$ cat src/logic/cca_pkg.sv
`default_nettype none
package cca_pkg;

   // ----------------------------------------
   // register offsets and reset values
   // ----------------------------------------
   localparam logic [7:0] ADDR_EXCL     = 8'h36;
   localparam logic [7:0] ADDR_CARRIER  = 8'h37;
   localparam logic [7:0] ADDR_TIMEOUT  = 8'h38;
   localparam logic [7:0] ADDR_CTRL     = 8'h39;
   localparam logic [7:0] EXCL_RST      = 8'hFE;
   localparam logic [7:0] CARRIER_RST   = 8'h5C;
   localparam logic [7:0] TIMEOUT_RST   = 8'hFF;
   localparam logic [7:0] CTRL_RST      = 8'h00;

   // ----------------------------------------
   // control field positions
   // ----------------------------------------
   localparam int BIT_STOP  = 7;
   localparam int BIT_IDLE  = 6;
   localparam int BIT_CONT  = 5;
   localparam int BIT_EXEC  = 4;
   localparam int BIT_FAST  = 3;
   localparam int BIT_ABORT = 2;

   // ----------------------------------------
   // result codes
   // ----------------------------------------
   localparam logic [1:0] RES_NONE    = 2'h0;
   localparam logic [1:0] RES_CARRIER = 2'h1;
   localparam logic [1:0] RES_IDLE    = 2'h2;
   localparam logic [1:0] RES_ACQ     = 2'h3;

   // ----------------------------------------
   // timing
   // ----------------------------------------
   localparam int CLK_PERIOD_NS   = 100;
   localparam int TIMEOUT_UNIT_NS = 128000;
   localparam int WAIT_UNIT_NS    = 16000;
   localparam int TIMEOUT_UNIT_CYC = TIMEOUT_UNIT_NS / CLK_PERIOD_NS;
   localparam int WAIT_UNIT_CYC    = WAIT_UNIT_NS / CLK_PERIOD_NS;

   typedef enum logic [1:0] {ST_OFF, ST_ACQ, ST_IDLE_WAIT} cca_state_t;

endpackage
`default_nettype wire

$ cat src/logic/cca_top.sv
// Behaviour
// - samples above the exclusion level are kept out of the average
// - average above carrier level gives the carrier-found result
// - timeout count of zero disables forced termination
// - one timeout unit is 128 microseconds
// - forced termination acts only while idle detection is enabled
// - continuous enable repeats the assessment until stopped or forced termination
// - continuous assessment ends when software writes the stop bit or on forced termination
// - idle detection enable makes the block look for a long quiet period
// - execute bit starts one run and clears itself on completion
// - fast check runs on receive start and requests sleep if no carrier
// - result codes: 00 none, 01 carrier, 10 judging idle, 11 acquiring
// - result holds after a verdict, never cleared by the block itself
// - clearing the completion interrupt flag clears the result, except during the first block of a run and during the idle wait
// - each completion raises the completion event
// - idle period is averaging period plus wait count times 16 microseconds
`timescale 1ns/100ps
`default_nettype none
module cca_top (
   // clock and reset
   input  wire logic       REF_CLK,
   input  wire logic       RESET_N,
   // register port
   input  wire logic [7:0] REG_ADDR,
   input  wire logic [7:0] REG_WDATA,
   input  wire logic       REG_WR,
   output logic      [7:0] REG_RDATA,
   // energy samples
   input  wire logic [7:0] ENERGY_VALUE,
   input  wire logic       ENERGY_VALID,
   input  wire logic [2:0] ENERGY_AVERAGE_COUNT,
   input  wire logic [9:0] IDLE_WAIT_COUNT,
   // radio and interrupt side
   input  wire logic       RX_ACTIVE,
   input  wire logic       INT_GROUP3_CLEAR,
   output logic            ASSESS_DONE,
   output logic            RADIO_OFF_REQ,
   output logic            PACKET_DISCARD,
   output logic            SLEEP_REQ
);

   // ----------------------------------------
   // state
   // ----------------------------------------
   cca_pkg::cca_state_t state_r, state_nxt;
   logic [7:0]  excl_r, excl_nxt, lvl_r, lvl_nxt, tmo_r, tmo_nxt;
   logic        stop_r, stop_nxt, idle_en_r, idle_en_nxt, cont_r, cont_nxt;
   logic        exec_r, exec_nxt, fast_r, fast_nxt, abort_en_r, abort_en_nxt;
   logic [1:0]  result_r, result_nxt;
   logic [14:0] sum_r, sum_nxt;
   logic [7:0]  cnt_r, cnt_nxt;
   logic [10:0] tmo_pre_r, tmo_pre_nxt;
   logic [7:0]  tmo_cnt_r, tmo_cnt_nxt;
   logic [7:0]  wait_pre_r, wait_pre_nxt;
   logic [9:0]  wait_cnt_r, wait_cnt_nxt;
   logic        fast_run_r, fast_run_nxt, rx_d_r;
   logic        done_nxt, off_nxt, sleep_nxt;
   logic [7:0]  rdata_nxt;

   logic        wr_ctrl, sample_ok, block_done, abort, verdict, stop_act;
   logic        run_req, carrier;
   logic [14:0] sum_add;
   logic [7:0]  avg_new, need;
   logic [1:0]  code;

   // ----------------------------------------
   // next state
   // ----------------------------------------
   always_comb begin
      excl_nxt     = excl_r;
      lvl_nxt      = lvl_r;
      tmo_nxt      = tmo_r;
      stop_nxt     = stop_r;
      idle_en_nxt  = idle_en_r;
      cont_nxt     = cont_r;
      exec_nxt     = exec_r;
      fast_nxt     = fast_r;
      abort_en_nxt = abort_en_r;
      result_nxt   = result_r;
      state_nxt    = state_r;
      sum_nxt      = sum_r;
      cnt_nxt      = cnt_r;
      tmo_pre_nxt  = tmo_pre_r;
      tmo_cnt_nxt  = tmo_cnt_r;
      wait_pre_nxt = wait_pre_r;
      wait_cnt_nxt = wait_cnt_r;
      fast_run_nxt = fast_run_r;
      done_nxt     = 1'b0;
      off_nxt      = 1'b0;
      sleep_nxt    = 1'b0;
      verdict      = 1'b0;
      code         = cca_pkg::RES_NONE;

      wr_ctrl = REG_WR && (REG_ADDR == cca_pkg::ADDR_CTRL);
      if (REG_WR && REG_ADDR == cca_pkg::ADDR_EXCL) begin
         excl_nxt = REG_WDATA;
      end
      if (REG_WR && REG_ADDR == cca_pkg::ADDR_CARRIER) begin
         lvl_nxt = REG_WDATA;
      end
      if (REG_WR && REG_ADDR == cca_pkg::ADDR_TIMEOUT) begin
         tmo_nxt = REG_WDATA;
      end
      if (wr_ctrl) begin
         stop_nxt     = REG_WDATA[cca_pkg::BIT_STOP];
         idle_en_nxt  = REG_WDATA[cca_pkg::BIT_IDLE];
         cont_nxt     = REG_WDATA[cca_pkg::BIT_CONT];
         exec_nxt     = REG_WDATA[cca_pkg::BIT_EXEC];
         fast_nxt     = REG_WDATA[cca_pkg::BIT_FAST];
         abort_en_nxt = REG_WDATA[cca_pkg::BIT_ABORT];
         result_nxt   = REG_WDATA[1:0];
      end
      if (INT_GROUP3_CLEAR) begin
         result_nxt = cca_pkg::RES_NONE;
      end

      // sample averaging; excluded samples never reach the sum
      sample_ok  = ENERGY_VALID && !(ENERGY_VALUE > excl_r);
      need       = 8'(8'h01 << ENERGY_AVERAGE_COUNT);
      sum_add    = sum_r + {7'h00, ENERGY_VALUE};
      avg_new    = 8'(sum_add >> ENERGY_AVERAGE_COUNT);
      block_done = (state_r != cca_pkg::ST_OFF) && sample_ok && (cnt_r + 8'h01 == need);
      carrier    = block_done && (avg_new > lvl_r);
      if (state_r != cca_pkg::ST_OFF && sample_ok) begin
         sum_nxt = block_done ? 15'h0000 : sum_add;
         cnt_nxt = block_done ? 8'h00 : cnt_r + 8'h01;
      end

      // 128 us timeout ticks
      if (state_r != cca_pkg::ST_OFF) begin
         if (tmo_pre_r == 11'(cca_pkg::TIMEOUT_UNIT_CYC - 1)) begin
            tmo_pre_nxt = 11'h000;
            tmo_cnt_nxt = tmo_cnt_r + 8'h01;
         end else begin
            tmo_pre_nxt = tmo_pre_r + 11'h001;
         end
      end
      abort = (state_r != cca_pkg::ST_OFF) && abort_en_r && idle_en_r
              && (tmo_r != 8'h00) && (tmo_cnt_r == tmo_r);

      run_req = exec_nxt || cont_nxt || (fast_r && RX_ACTIVE && !rx_d_r);

      unique case (state_r)
         cca_pkg::ST_OFF: begin
            if (run_req) begin
               state_nxt    = cca_pkg::ST_ACQ;
               result_nxt   = cca_pkg::RES_ACQ;
               fast_run_nxt = !exec_nxt && !cont_nxt;
               sum_nxt      = 15'h0000;
               cnt_nxt      = 8'h00;
               tmo_pre_nxt  = 11'h000;
               tmo_cnt_nxt  = 8'h00;
            end
         end
         cca_pkg::ST_ACQ: begin
            // first block: no clear or write may fake a verdict
            if (result_r == cca_pkg::RES_ACQ) begin
               result_nxt = cca_pkg::RES_ACQ;
            end
            if (carrier) begin
               verdict = 1'b1;
               code    = cca_pkg::RES_CARRIER;
            end else if (block_done && idle_en_r) begin
               state_nxt    = cca_pkg::ST_IDLE_WAIT;
               result_nxt   = cca_pkg::RES_IDLE;
               wait_pre_nxt = 8'h00;
               wait_cnt_nxt = 10'h000;
            end else if (block_done) begin
               verdict = 1'b1;
            end
         end
         cca_pkg::ST_IDLE_WAIT: begin
            result_nxt = cca_pkg::RES_IDLE;
            if (wait_pre_r == 8'(cca_pkg::WAIT_UNIT_CYC - 1)) begin
               wait_pre_nxt = 8'h00;
               wait_cnt_nxt = wait_cnt_r + 10'h001;
            end else begin
               wait_pre_nxt = wait_pre_r + 8'h01;
            end
            if (carrier) begin
               verdict = 1'b1;
               code    = cca_pkg::RES_CARRIER;
            end else if (wait_cnt_r >= IDLE_WAIT_COUNT) begin
               verdict = 1'b1;
            end
         end
      endcase

      if (verdict) begin
         result_nxt = code;
         done_nxt   = 1'b1;
         sleep_nxt  = fast_run_r && (code == cca_pkg::RES_NONE);
         if (cont_r) begin
            state_nxt   = cca_pkg::ST_ACQ;
            tmo_pre_nxt = 11'h000;
            tmo_cnt_nxt = 8'h00;
         end else begin
            state_nxt = cca_pkg::ST_OFF;
            exec_nxt  = 1'b0;
         end
      end

      stop_act = stop_r && cont_r;
      if (stop_act) begin
         cont_nxt  = 1'b0;
         stop_nxt  = 1'b0;
         state_nxt = cca_pkg::ST_OFF;
      end
      if (abort) begin
         state_nxt = cca_pkg::ST_OFF;
         exec_nxt  = 1'b0;
         cont_nxt  = 1'b0;
         off_nxt   = 1'b1;
         done_nxt  = 1'b1;
      end

      unique case (REG_ADDR)
         cca_pkg::ADDR_EXCL:    rdata_nxt = excl_r;
         cca_pkg::ADDR_CARRIER: rdata_nxt = lvl_r;
         cca_pkg::ADDR_TIMEOUT: rdata_nxt = tmo_r;
         cca_pkg::ADDR_CTRL:    rdata_nxt = {stop_r, idle_en_r, cont_r, exec_r,
                                             fast_r, abort_en_r, result_r};
         default:               rdata_nxt = 8'h00;
      endcase
   end

   // ----------------------------------------
   // registers
   // ----------------------------------------
   always_ff @(posedge REF_CLK) begin
      if (!RESET_N) begin
         state_r        <= cca_pkg::ST_OFF;
         excl_r         <= cca_pkg::EXCL_RST;
         lvl_r          <= cca_pkg::CARRIER_RST;
         tmo_r          <= cca_pkg::TIMEOUT_RST;
         {stop_r, idle_en_r, cont_r, exec_r, fast_r, abort_en_r, result_r}
                        <= cca_pkg::CTRL_RST;
         sum_r          <= 15'h0000;
         cnt_r          <= 8'h00;
         tmo_pre_r      <= 11'h000;
         tmo_cnt_r      <= 8'h00;
         wait_pre_r     <= 8'h00;
         wait_cnt_r     <= 10'h000;
         fast_run_r     <= 1'b0;
         rx_d_r         <= 1'b0;
         ASSESS_DONE    <= 1'b0;
         RADIO_OFF_REQ  <= 1'b0;
         PACKET_DISCARD <= 1'b0;
         SLEEP_REQ      <= 1'b0;
         REG_RDATA      <= 8'h00;
      end else begin
         state_r        <= state_nxt;
         excl_r         <= excl_nxt;
         lvl_r          <= lvl_nxt;
         tmo_r          <= tmo_nxt;
         stop_r         <= stop_nxt;
         idle_en_r      <= idle_en_nxt;
         cont_r         <= cont_nxt;
         exec_r         <= exec_nxt;
         fast_r         <= fast_nxt;
         abort_en_r     <= abort_en_nxt;
         result_r       <= result_nxt;
         sum_r          <= sum_nxt;
         cnt_r          <= cnt_nxt;
         tmo_pre_r      <= tmo_pre_nxt;
         tmo_cnt_r      <= tmo_cnt_nxt;
         wait_pre_r     <= wait_pre_nxt;
         wait_cnt_r     <= wait_cnt_nxt;
         fast_run_r     <= fast_run_nxt;
         rx_d_r         <= RX_ACTIVE;
         ASSESS_DONE    <= done_nxt;
         RADIO_OFF_REQ  <= off_nxt;
         PACKET_DISCARD <= off_nxt;
         SLEEP_REQ      <= sleep_nxt;
         REG_RDATA      <= rdata_nxt;
      end
   end
endmodule
`default_nettype wire

$ cat config.mk
export PLATFORM = sky130hd
export DESIGN_NAME = cca_top
export DESIGN_NICKNAME = d
export VERILOG_FILES = /design/src/logic/cca_pkg.sv /design/src/logic/cca_top.sv
export SDC_FILE = /design/constraint.sdc
export NUM_CORES = 1
export LEC_CHECK = 0
export BUFFER_PORTS_ARGS = -buffer_cell sky130_fd_sc_hd__buf_2
export CAP_MARGIN = 15
export CELL_PAD_IN_SITES_DETAIL_PLACEMENT = 1
export CELL_PAD_IN_SITES_GLOBAL_PLACEMENT = 2
export CORE_MARGIN = 2
export CORE_UTILIZATION = 33
export DETAILED_ROUTE_END_ITERATION = 7
export GPL_TIMING_DRIVEN = 0
export PLACE_DENSITY = 0.85
export SETUP_SLACK_MARGIN = 0.2
export SYNTH_ARGS = -nofsm -noshare
export SYNTH_HDL_FRONTEND = slang
export SYNTH_SLANG_ARGS = --single-unit
$ cat constraint.sdc
create_clock -name REF_CLK -period 4.6 [get_ports REF_CLK]
set_input_delay 0.46 -clock REF_CLK [delete_from_list [all_inputs] [get_ports REF_CLK]]
set_output_delay 0.46 -clock REF_CLK [all_outputs]
set_load 0.05 [all_outputs]
======== Word level (Yosys, flattened, before mapping) ========
Index checks and enable logic that the tools add are counted.
word-level totals
  register bits ........................... 107
  word-level logic and storage cells ...... 149
  output and inout port bits .............. 12
operators by class
  add/subtract/negate cells ............... 6
  shift operators ......................... 2
  reduce and logical (&&, ||, !) cells .... 39
  multiplexer cells ....................... 58
  bitwise gates (word level) .............. 1
  equal/unequal tests ..................... 17
  order comparisons ....................... 3
operators by type and width
  cell                                            number
  2-to-1 mux 8 bit                                13
  2-to-1 mux 11 bit                               6
  2-to-1 mux 15 bit                               4
  == test 8 x 6 -> 1 bit (second input constant)  4
  one-hot mux 8 bit (4 select lines)              1
  2-to-1 mux 10 bit                               3
  adder 8 x 1 -> 8 bit (second input constant)    3
  2-to-1 mux 2 bit                                11
  one-hot mux 10 bit (2 select lines)             1
  logical AND 1 bit                               18
  == test 8 bit                                   2
  greater-than comparator 8 bit                   2
  one-hot mux 8 bit (2 select lines)              1
  adder 15 x 8 -> 15 bit                          1
  2-to-1 mux 1 bit                                15
  right shift 15 x 3 -> 8 bit                     1
  adder 11 x 1 -> 11 bit (second input constant)  1
  == test 11 bit (second input constant)          1
  adder 10 x 1 -> 10 bit (second input constant)  1
  >= comparator 10 bit                            1
  inequality test 3 bit (second input constant)   3
  == test 8 bit (second input constant)           1
  AND reduction 4 bit                             2
  nonzero test 8 bit                              1
  17 further kinds                                29

======== Longest topological paths before layout ========
Gate-level depths: netlist of run 1.
  depth in word-level cells ............... 11
  depth in mapped cells ................... 21
  depth with buffers taken out ............ 19

======== Least setup slack after synthesis of run 1 ========
No wires, ideal clock.
  path type ............................... input to register
  start ................................... in ENERGY_VALUE[3]
  end ..................................... reg wait_cnt_r[8]
  path slack .............................. 234 ps
  library setup time ...................... 71 ps
  cell stages on the path ................. 19
  arrival time ............................ 4295 ps
  required time ........................... 4529 ps
  cells stage by stage .................... ha_1 -> o21ai_0 -> o21a_1 -> o31ai_1 -> nand2_1 -> or2_2 -> a32oi_1 -> o221ai_1 -> o21ai_0 -> ha_1 -> a21oi_1 -> o21ai_0 -> o21ai_0 -> nand2_1 -> nor3b_1 -> a31oi_1 -> buf_2 -> or4_1 -> a21oi_1
between the ends
  longest elaborated chain between the ends .. 8
RTL lines
  element                                                                         line            RTL
  start, declared                                                                 cca_top.sv:29   input wire logic [7:0] ENERGY_VALUE,
  parallel branches: the longest is 7 deep, another holds adder 15 x 8 -> 15 bit  --
  AND reduction 4 bit (no line) (*)                                               --
  end signal, assigned                                                            cca_top.sv:268  wait_cnt_r <= wait_cnt_nxt;
  end, declared                                                                   cca_top.sv:55   logic [9:0] wait_cnt_r, wait_cnt_nxt;
Every way passes the cells marked *.
A chain may end at the register's enable or synchronous reset.

======== Worst setup path in the final report of run 1 ========
  start ................................... reg sum_r[0]
  end ..................................... reg tmo_pre_r[8]
between the ends
  longest elaborated chain between the ends .. 7
RTL lines
  element                                 line                            RTL
  start, declared                         cca_top.sv:50                   logic [14:0] sum_r, sum_nxt;
  start signal, assigned                  cca_top.sv:263                  sum_r <= sum_nxt;
  adder 15 x 8 -> 15 bit (*)              cca_top.sv:120                  sum_add = sum_r + {7'h00, ENERGY_VALUE};
  right shift 15 x 3 -> 8 bit (*)         cca_top.sv:121                  avg_new = 8'(sum_add >> ENERGY_AVERAGE_COUNT);
  greater-than comparator 8 bit (*)       cca_top.sv:123                  carrier = block_done && (avg_new > lvl_r);
  logical AND 1 bit (*)                   cca_top.sv:123
  2-to-1 mux 1 bit (on tied branches)     cca_top.sv:180, cca_top.sv:160
  one-hot mux 1 bit (2 select lines) (*)  cca_top.sv:143                  unique case (state_r)
  2-to-1 mux 11 bit (*)                   cca_top.sv:189                  if (verdict) begin
  end signal, assigned                    cca_top.sv:265                  tmo_pre_r <= tmo_pre_nxt;
  end, declared                           cca_top.sv:52                   logic [10:0] tmo_pre_r, tmo_pre_nxt;
Mark *: on every way between the ends. The rest lies on a longest branch, timed or not.

==> qor.yml, run 1 <==
grt_max_degree: 22
p_clk_frac: 0.420
vias: 6548
n_antenna_cell: 0
synth-edff-count: 0
drc: 0
synth_ff_type: "dfxtp_1"
grt_pass1_wl_mm: 34.5
cts_root_buffer: "clkbuf_16"
rsz0062_at_grt: "yes"
startpoint_type: "flip-flop"
post_synth.cell_area_avg_um2: 7.89
place_congestion: 0.843
outcome: "finished clean"
crit_chain: "ha_4 > fa_2 > a21oi_4 > a2bb2oi_4 > buf_6 > a211oi_4 > o32a_1 > o211ai_1 > nor2_1 > o21ai_1 > o21ai_1 > ha_1 > nand4_1 > o21ai_2 > nand2_2 > buf_4 > o21a_1 > a31oi_4 > buf_12 > o211ai_1 > buf_4 > nor2_2"
final-seq-area_mm2: 0.00214
clk_pin_slew_worst_paths_ns: 0.08
p_per_area_mw_per_mm2: 231
die_h_um: 148
ir_worst_vdd_mv: 0.186
first_pass_iters: 4
min-delay-path-class: "in -> reg"
p_leak_nw: 3.14
die_width_um: 148
cp_slowest_stage_delay_ns: 0.41
p_sw_frac: 0.282
crit_path_max_fanout: 6
setup_slack_ns: 0.173
tritoncts: "yes"
drive_above_1_share: 0.192
slowest_stage: "fa_2"
dp.final_hpwl_mm: 16.1
top_usage_layer: "met2"
fp-row-count: 52
worstPathArrival_ns: 4.73
tightest_slew_ns: 0.824
avgRoutedWirePerCell_um: 17.8
coreArea_mm2: 0.0202
syn_area_mm2: 0.00681
final_area_mm2: 0.00834
ant_nets: 0
worst_clock_skew_ns: 0.0140
maxCapViolations: 0
synth_cells: 863
use_met2: 0.332
ios: 55
period_share: 0.962
post-route-min-period_ns: 4.43
drt_iter0_drc: 304
synth_nets: 949
wl_mm: 21.8
worstSetupPathType: "reg -> reg"
insertion_delay_ns: 0.37
multi_input_area_mm2: 0.00467
cts_inserted_buffers: 9
use_met1: 0.269
final-hold-violation-count: 0
slew_headroom: 0.450
port_buffers: 54
crit_buf_inv: 4
cts.sinks: 107
viasPerCell: 5.32
pre_cts_ws_ns: -0.864
p_sw_mw: 0.545
grt-ovfl-total: 0
synth_cell_types: 73
grt_use_total: 0.198
yosys_warnings: 0
ys_ff_latch: 107
setup-violations-final: 0
grt_pass1_vias: 6544
final-max-slew-violation-count: 0
initial_core_util: 0.336
final_common_cell: "dfxtp_1"
synth_seq_area_share: 0.315
fillers: 2484
cts_max_level: 3
dieArea_mm2: 0.0218
nets: 1041
p_int_mw: 1.38
end_kind: "flip-flop"
synthArstFlopShare: 0
max_freq_mhz: 226
pwr-share-seq: 0.481
use_met3: 0.0306
combPwrFrac: 0.099
tns_ns: 0
cts.path.max_buffers: 2
critical_path_required_ns: 4.91
cts_hold_buf: 0
final_cell_mix: "dfxtp_1, nand2_1, nor2_1"
area_delta_synth_final_pct: 22.6
place_area_mm2: 0.00742
critPathTopFamily: "compound AO/OA/AOI/OAI gates"
antenna_found_initial: 0
## stage by stage
| step | util | total power [mW] | hold slack (ns) | instances |
|---|---|---|---|---|
| floorplan | - | 1.05 | 0.420 | 863 |
| global placement | 0.366 | 1.12 | 0.448 | 1187 |
| detailed placement | 0.366 | 1.12 | 0.458 | 1187 |
| CTS | 0.391 | 1.94 | 0.353 | 1209 |
| global route | 0.412 | 2.01 | 0.351 | 1230 |
| finish | 0.412 | 1.93 | 0.358 | 1230 |
## path summary, 6_finish.rpt
path                                start           end  slack (ns)  cells after the start
worst min-delay path            RX_ACTIVE        rx_d_r        0.36                      2
worst max register to register   sum_r[0]  tmo_pre_r[8]        0.17                     22
worst min register to register   sum_r[4]      sum_r[4]        0.47                      2
worst max-delay path             sum_r[0]  tmo_pre_r[8]        0.17                     22
## layer usage
layer | vias to the layer above | wire, um
li1 | 3283 | -
met1 | 3176 | 10500
met2 | 77 | 10600
met3 | 12 | 563
met4 | 0 | 162
met5 | - | 0
## power groups by stage
stage / sequential, mW / clock [mW] / combinational [mW]
after detailed placement: 0.949 / 0 / 0.169
after global placement: 0.949 / 0 / 0.168
after floorplan: 0.949 / 0 / 0.101
after CTS: 0.928 / 0.832 / 0.176
final: 0.928 / 0.810 / 0.191
after global routing: 0.928 / 0.870 / 0.210
## worst reg2reg max path, delay by kind of cell, from the launching register on
kind	cells	cell delay, ns
buffers and inverters	4	0.66
adders and majority gates	3	0.91
and+or+nand+nor	4	0.42
DFF	1	0.35
AOI/OAI and AO/OA	11	2.05
## registers in the layout, summed over array words and instances, names as in the netlist, 2 cells and up
signal	count
sum_r	15
tmo_pre_r	11
wait_cnt_r	10
REG_RDATA	8
cnt_r	8
excl_r	8
lvl_r	8
tmo_cnt_r	8
tmo_r	8
wait_pre_r	8
result_r	2
state_r	2
## synthesized netlist by cell type (6+ instances only)
| master | count | area [um^2] |
|---|---|---|
| nor3_1 | 15 | 75.1 |
| clkbuf_1 | 27 | 101 |
| nand2_1 | 96 | 360 |
| a22oi_1 | 11 | 82.6 |
| dfxtp_1 | 107 | 2140 |
| xor2_1 | 18 | 158 |
| o31ai_1 | 6 | 45.0 |
| nor2b_1 | 7 | 43.8 |
| nand4_1 | 10 | 62.6 |
| buf_2 | 7 | 35.0 |
| o22a_1 | 6 | 52.6 |
| and3_1 | 6 | 37.5 |
| a211oi_1 | 14 | 105 |
| nand2b_1 | 6 | 37.5 |
| nor2_1 | 90 | 338 |
| o21a_1 | 8 | 60.1 |
| nand3_1 | 46 | 230 |
| mux2i_1 | 32 | 320 |
| or3_1 | 15 | 93.8 |
| ha_1 | 42 | 526 |
| a21oi_1 | 70 | 350 |
| inv_1 | 40 | 150 |
| o211ai_1 | 19 | 143 |
| xnor2_1 | 22 | 193 |
| o21ai_0 | 47 | 235 |
## kinds of logic after synthesis
family,share of synthesized area
flip-flops,0.315
buffers and inverters,0.0498
multiplexers,0.0487
AND/OR/NAND/NOR,0.233
adder cells (fa/ha/maj),0.0801
XOR/XNOR,0.0515
AO/OA/AOI/OAI,0.222
## layout make-up
cell class / count / share of cell area
multi-input cells: 673 / 0.560
flip-flops and latches: 107 / 0.257
clock buffers: 9 / 0.0270
repair buffers: 81 / 0.0621
plain buffers: 41 / 0.0250
well taps: 270 / 0.0405
clock inverters: 7 / 0.00945
inverters: 42 / 0.0189
## what timing repair did
action	in CTS	in global routing
gates resized for setup	28	74
gates cloned	0	2
setup buffers	6	19
endpoints found under the setup margin	44	39
pin swaps	11	52
Note: power is estimated with default switching activity, not from simulation.
==> inputs of run 2 (changes only) <==
--- a/config.mk
+++ b/config.mk
@@ -5,16 +5,17 @@
 export SDC_FILE = /design/constraint.sdc
 export NUM_CORES = 1
 export LEC_CHECK = 0
-export BUFFER_PORTS_ARGS = -buffer_cell sky130_fd_sc_hd__buf_2
 export CAP_MARGIN = 15
 export CELL_PAD_IN_SITES_DETAIL_PLACEMENT = 1
 export CELL_PAD_IN_SITES_GLOBAL_PLACEMENT = 2
 export CORE_MARGIN = 2
-export CORE_UTILIZATION = 33
+export CORE_UTILIZATION = 35
 export DETAILED_ROUTE_END_ITERATION = 7
+export DONT_BUFFER_PORTS = 1
 export GPL_TIMING_DRIVEN = 0
 export PLACE_DENSITY = 0.85
 export SETUP_SLACK_MARGIN = 0.2
+export SKIP_CTS_REPAIR_TIMING = 1
 export SYNTH_ARGS = -nofsm -noshare
 export SYNTH_HDL_FRONTEND = slang
 export SYNTH_SLANG_ARGS = --single-unit
==> run 2 against run 1 <==
Against the previous run:
- register-to-register slack better by 0.05 ns
- clock skew shrank 0.0030 ns
- count of clock-buffer cells in the layout stayed put
- worst setup slack better by 0.054 ns
- combinational power is 18% lower
- final cell count down 5.9%
- core utilization decreased by 0.14 points
- global-route usage is 0.74 points higher
- routed wire length down 3.1%
- first-iteration DRC count is 19% lower
- final area fell by 5.1%
- hold slack worse by 0.13 ns
- largest power group unchanged
==> qor.yml, run 2 (same netlist as run 1, synthesis figures left out) <==
viasPerCell: 5.49
max_freq_mhz: 229
insertion_delay_ns: 0.36
antenna_found_initial: 0
largest_register: "sum_r"
grt_use_total: 0.205
fp-row-count: 51
worstSetupPathType: "reg -> reg"
clk_pin_slew_worst_paths_ns: 0.08
critical_path_required_ns: 4.90
die_h_um: 143
place_area_mm2: 0.00714
setup-violations-final: 0
cts_max_level: 3
rsz0062_at_grt: "yes"
rr_endpoint: "wait_cnt_r[5]"
p_per_area_mw_per_mm2: 235
startpoint_type: "flip-flop"
rrSetupSlack_ns: 0.23
worstHoldPathCells: 1
reg2reg_depth: 21
cts.path.max_buffers: 2
grt-ovfl-total: 0
tightest_slew_ns: 0.755
largest_reg_flops: 15
slew_headroom: 0.496
vias: 6354
drc: 0
final_cell_mix: "dfxtp_1, nand2_1, nor2_1"
tritoncts: "yes"
grt_pass1_wl_mm: 33.3
cts_root_buffer: "clkbuf_16"
outcome: "finished clean"
post-route-min-period_ns: 4.37
crit_path_max_fanout: 6
coreArea_mm2: 0.0193
worstPathArrival_ns: 4.67
grt_pass1_vias: 6329
worst_clock_skew_ns: 0.0110
dieArea_mm2: 0.0206
min_from: "RX_ACTIVE"
cts_inserted_buffers: 9
dp.final_hpwl_mm: 15.7
area_delta_synth_final_pct: 16.3
drive_above_1_share: 0.126
first_pass_iters: 4
port_buffers: 0
ir_worst_vdd_mv: 0.168
avgRoutedWirePerCell_um: 18.3
tns_ns: 0
n_antenna_cell: 0
drt_iter0_drc: 246
ios: 55
nets: 973
cts.sinks: 107
period_share: 0.951
p_leak_nw: 2.86
rr_startpoint: "sum_r[2]"
hold-path-endpoint: "rx_d_r"
final_common_cell: "dfxtp_1"
wl_mm: 21.2
final-max-slew-violation-count: 0
place_congestion: 0.888
grt_max_degree: 20
reg_top3: "sum_r: 15 flops, tmo_pre_r: 11 flops, wait_cnt_r: 10 flops"
maxCapViolations: 0
dp.cells: 1128
ant_nets: 0
die_width_um: 143
initial_core_util: 0.353
final-instance-count-excl-fill: 1157
final_area_mm2: 0.00792
end_kind: "flip-flop"
min-delay-path-class: "in -> reg"
final-hold-violation-count: 0
-- run 2: cell count changes in the layout (fill, tap and decap cells not counted), moves of 3 or more --
cell     previous run  this run
buf_6              10         6
ha_1               38        35
buf_4              20        11
nor2_1             78        89
buf_2              59         4
nor2_2             11         2
a21oi_2             8        11
o21ai_1             7        11
-- run 2: final cells by class --
| class | count | area [um^2] |
|---|---|---|
| Inverter | 42 | 158 |
| Buffer | 41 | 208 |
| Tap cell | 265 | 332 |
| Multi-Input combinational cell | 673 | 4660 |
| Fill cell | 2383 | 11400 |
| Clock buffer | 9 | 225 |
| Sequential cell | 107 | 2140 |
| Clock inverter | 7 | 62.6 |
| Timing Repair Buffer | 13 | 134 |
-- run 2: metrics by stage --
step	setup WS, ns	hold WS, ns	power (mW)	util
after floorplan	0.234	0.420	1.05	-
after global placement	-0.672	0.445	1.09	0.370
after detailed placement	-0.691	0.453	1.09	0.370
after CTS	-0.597	0.217	1.86	0.385
after global routing	0.0705	0.209	1.93	0.411
final	0.227	0.223	1.86	0.411
-- run 2: metal layers --
layer	global-route usage	wire, um	vias up
met4	0.0423	248	0
li1	-	-	3160
met5	0	0	-
met1	0.279	10000	3087
met2	0.337	10100	88
met3	0.0400	751	19
-- run 2: report_power, final --
group	switching (mW)	total, mW	leakage, nW	internal, mW
sequential	0.00115	0.928	0.864	0.926
clock	0.401	0.778	0.135	0.377
combinational	0.0997	0.156	1.86	0.0562
total	0.502	1.86	2.86	1.36
-- run 2: worst max path at each step --
stage	from	end	cells past startpoint
finish	sum_r[2]	wait_cnt_r[5]	21
global placement	ENERGY_VALUE[3]	wait_cnt_r[8]	19
global route	sum_r[3]	wait_pre_r[6]	20
floorplan	ENERGY_VALUE[3]	wait_cnt_r[8]	19
detailed placement	ENERGY_VALUE[3]	wait_cnt_r[8]	19
CTS	sum_r[3]	wait_cnt_r[8]	19
-- run 2: worst max-delay path, stage by stage, from the launching register on --
cell      delay (ns)
dfxtp_1         0.35
ha_4            0.31
o21ai_1         0.07
o21a_2          0.27
o31ai_4         0.29
buf_12          0.15
nand3_1         0.14
o21ai_1         0.20
and4b_1         0.26
o21ai_0         0.10
o22ai_1         0.29
ha_1            0.29
nand4_1         0.11
nand2b_4        0.14
a21o_1          0.16
nand2_2         0.11
nor3b_2         0.17
a31oi_1         0.13
buf_4           0.20
buf_4           0.14
or3_4           0.32
a21oi_2         0.11
==> inputs of run 3 (changes only) <==
--- a/config.mk
+++ b/config.mk
@@ -12,8 +12,8 @@
 export CORE_UTILIZATION = 35
 export DETAILED_ROUTE_END_ITERATION = 7
 export DONT_BUFFER_PORTS = 1
-export GPL_TIMING_DRIVEN = 0
-export PLACE_DENSITY = 0.85
+export GPL_TIMING_DRIVEN = 1
+export PLACE_DENSITY = 0.77
 export SETUP_SLACK_MARGIN = 0.2
 export SKIP_CTS_REPAIR_TIMING = 1
 export SYNTH_ARGS = -nofsm -noshare
==> constraint.sdc (replaced) <==
create_clock -name REF_CLK -period 3.9 [get_ports REF_CLK]
set_input_delay 0.39 -clock REF_CLK [delete_from_list [all_inputs] [get_ports REF_CLK]]
set_output_delay 0.39 -clock REF_CLK [all_outputs]
set_load 0.05 [all_outputs]
==> run 3 against run 2 <==
Against the previous run:
- the run now ends with negative setup slack left
- routed wire length grew 2.6%
- die area stayed put
- final area up 4.7%
- fmax rose by 4.4%
- largest cell class unchanged
==> qor.yml, run 3 (same netlist as run 1, synthesis figures left out) <==
cts_max_level: 3
p_sw_mw: 0.594
worstHoldPathCells: 1
p_per_area_mw_per_mm2: 276
drc: 0
place_area_mm2: 0.00753
min-delay-path-class: "in -> reg"
worstPathArrival_ns: 4.48
cp_slowest_stage_delay_ns: 0.47
final-hold-violation-count: 0
dieArea_mm2: 0.0206
end_kind: "flip-flop"
post-route-min-period_ns: 4.19
dp.cells: 1147
first_pass_iters: 4
cts_inserted_buffers: 9
grt-ovfl-total: 0
reg_top3: "sum_r: 15 flops, tmo_pre_r: 11 flops, wait_cnt_r: 10 flops"
grt_max_degree: 42
antenna_found_initial: 0
combPwrFrac: 0.080
worst_clock_skew_ns: 0.00991
ios: 55
ir_worst_vdd_mv: 0.213
n_antenna_cell: 0
max_freq_mhz: 239
initial_core_util: 0.353
pwr-share-seq: 0.478
slew_headroom: 0.377
wl_mm: 21.7
drive_above_1_share: 0.189
setup_slack_ns: -0.288
grt_pass1_vias: 6599
slowest_stage: "or4_1"
vias: 6462
dp.final_hpwl_mm: 16.3
maxCapViolations: 0
violations: "negative setup slack"
coreArea_mm2: 0.0193
fp-row-count: 51
crit_path_max_fanout: 7
avgRoutedWirePerCell_um: 18.5
outcome: "complete, but fails checks"
p_sw_frac: 0.259
clk_pin_slew_worst_paths_ns: 0.08
nets: 990
viasPerCell: 5.50
final-max-slew-violation-count: 0
setup-violations-final: 44
cts_root_buffer: "clkbuf_16"
crit_chain: "ha_1 > o21ai_0 > o21a_2 > o31ai_4 > nand2_1 > or2_4 > a32oi_2 > o221ai_2 > o21ai_1 > ha_1 > buf_4 > nand2_1 > o21ai_0 > o21ai_2 > nand2_2 > nor3b_2 > a31oi_1 > buf_4 > or4_1 > a21oi_1"
period_share: 1.07
critical_path_required_ns: 4.19
final_area_mm2: 0.00829
rsz0062_at_grt: "yes"
p_leak_nw: 3.09
grt_use_total: 0.209
tightest_slew_ns: 0.933
area_delta_synth_final_pct: 21.8
die_h_um: 143
tns_ns: -9.10
port_buffers: 0
final-instance-count-excl-fill: 1174
cts.sinks: 107
reg2reg_depth: 20
startpoint_type: "flip-flop"
ant_nets: 0
final_cell_mix: "dfxtp_1, nand2_1, nor2_1"
grt_pass1_wl_mm: 34.0
worstSetupPathType: "reg -> reg"
die_width_um: 143
p_clk_frac: 0.443
insertion_delay_ns: 0.36
largest_reg_flops: 15
place_congestion: 0.871
final_common_cell: "dfxtp_1"
tritoncts: "yes"
cts.path.max_buffers: 2
p_int_mw: 1.70
drt_iter0_drc: 300
largest_register: "sum_r"
-- run 3: worst paths after layout --
path,startpoint,end,slack (ns)
hold / removal,RESET_N,tmo_r[7],0.1
setup / recovery,sum_r[3],wait_cnt_r[6],-0.29
hold reg to reg,sum_r[0],sum_r[0],0.48
setup reg to reg,sum_r[3],wait_cnt_r[6],-0.29
-- run 3: layout make-up --
cell class	count	area (um^2)
clock buffer	9	225
clock inverter	7	100
fill	2338	11000
inverter	42	158
multi-input combinational	673	4730
sequential	107	2140
tap	265	332
timing repair buffer	71	602
-- run 3: per-stage QoR --
stage | util | power (mW) | setup slack (ns) | hold WS, ns
finish | 0.430 | 2.29 | -0.288 | 0.0971
global route | 0.430 | 2.37 | -0.514 | 0.0816
CTS | 0.408 | 2.29 | -0.395 | 0.0858
detailed placement | 0.391 | 1.28 | -0.423 | 0.464
global placement | 0.391 | 1.27 | -0.314 | 0.445
floorplan | - | 1.24 | 0.0958 | 0.420
-- run 3: worst max-delay path, delay by kind of cell (launching register included) --
kind	cells	cell delay [ns]
AO/OA/AOI/OAI	10	1.66
buffers and inverters	2	0.32
AND/OR/NAND/NOR	6	1.22
flip-flops	1	0.33
adder cells (fa/ha/maj)	2	0.59
-- run 3: power by group through the flow --
stage	Clock, mW	Sequential, mW	Combinational, mW
2_1_floorplan	0	1.12	0.125
3_3_place_gp	0	1.12	0.151
3_5_place_dp	0	1.12	0.157
4_1_cts	1.04	1.09	0.158
5_1_grt	1.08	1.09	0.201
6_report	1.01	1.09	0.182
-- run 3: per-layer routing --
| layer | GRT usage | share of wire | up-vias |
|---|---|---|---|
| met5 | 0 | 0 | - |
| met4 | 0.0459 | 0.013 | 0 |
| met3 | 0.0430 | 0.033 | 22 |
| met2 | 0.369 | 0.50 | 83 |
| met1 | 0.261 | 0.45 | 3165 |
| li1 | - | - | 3192 |
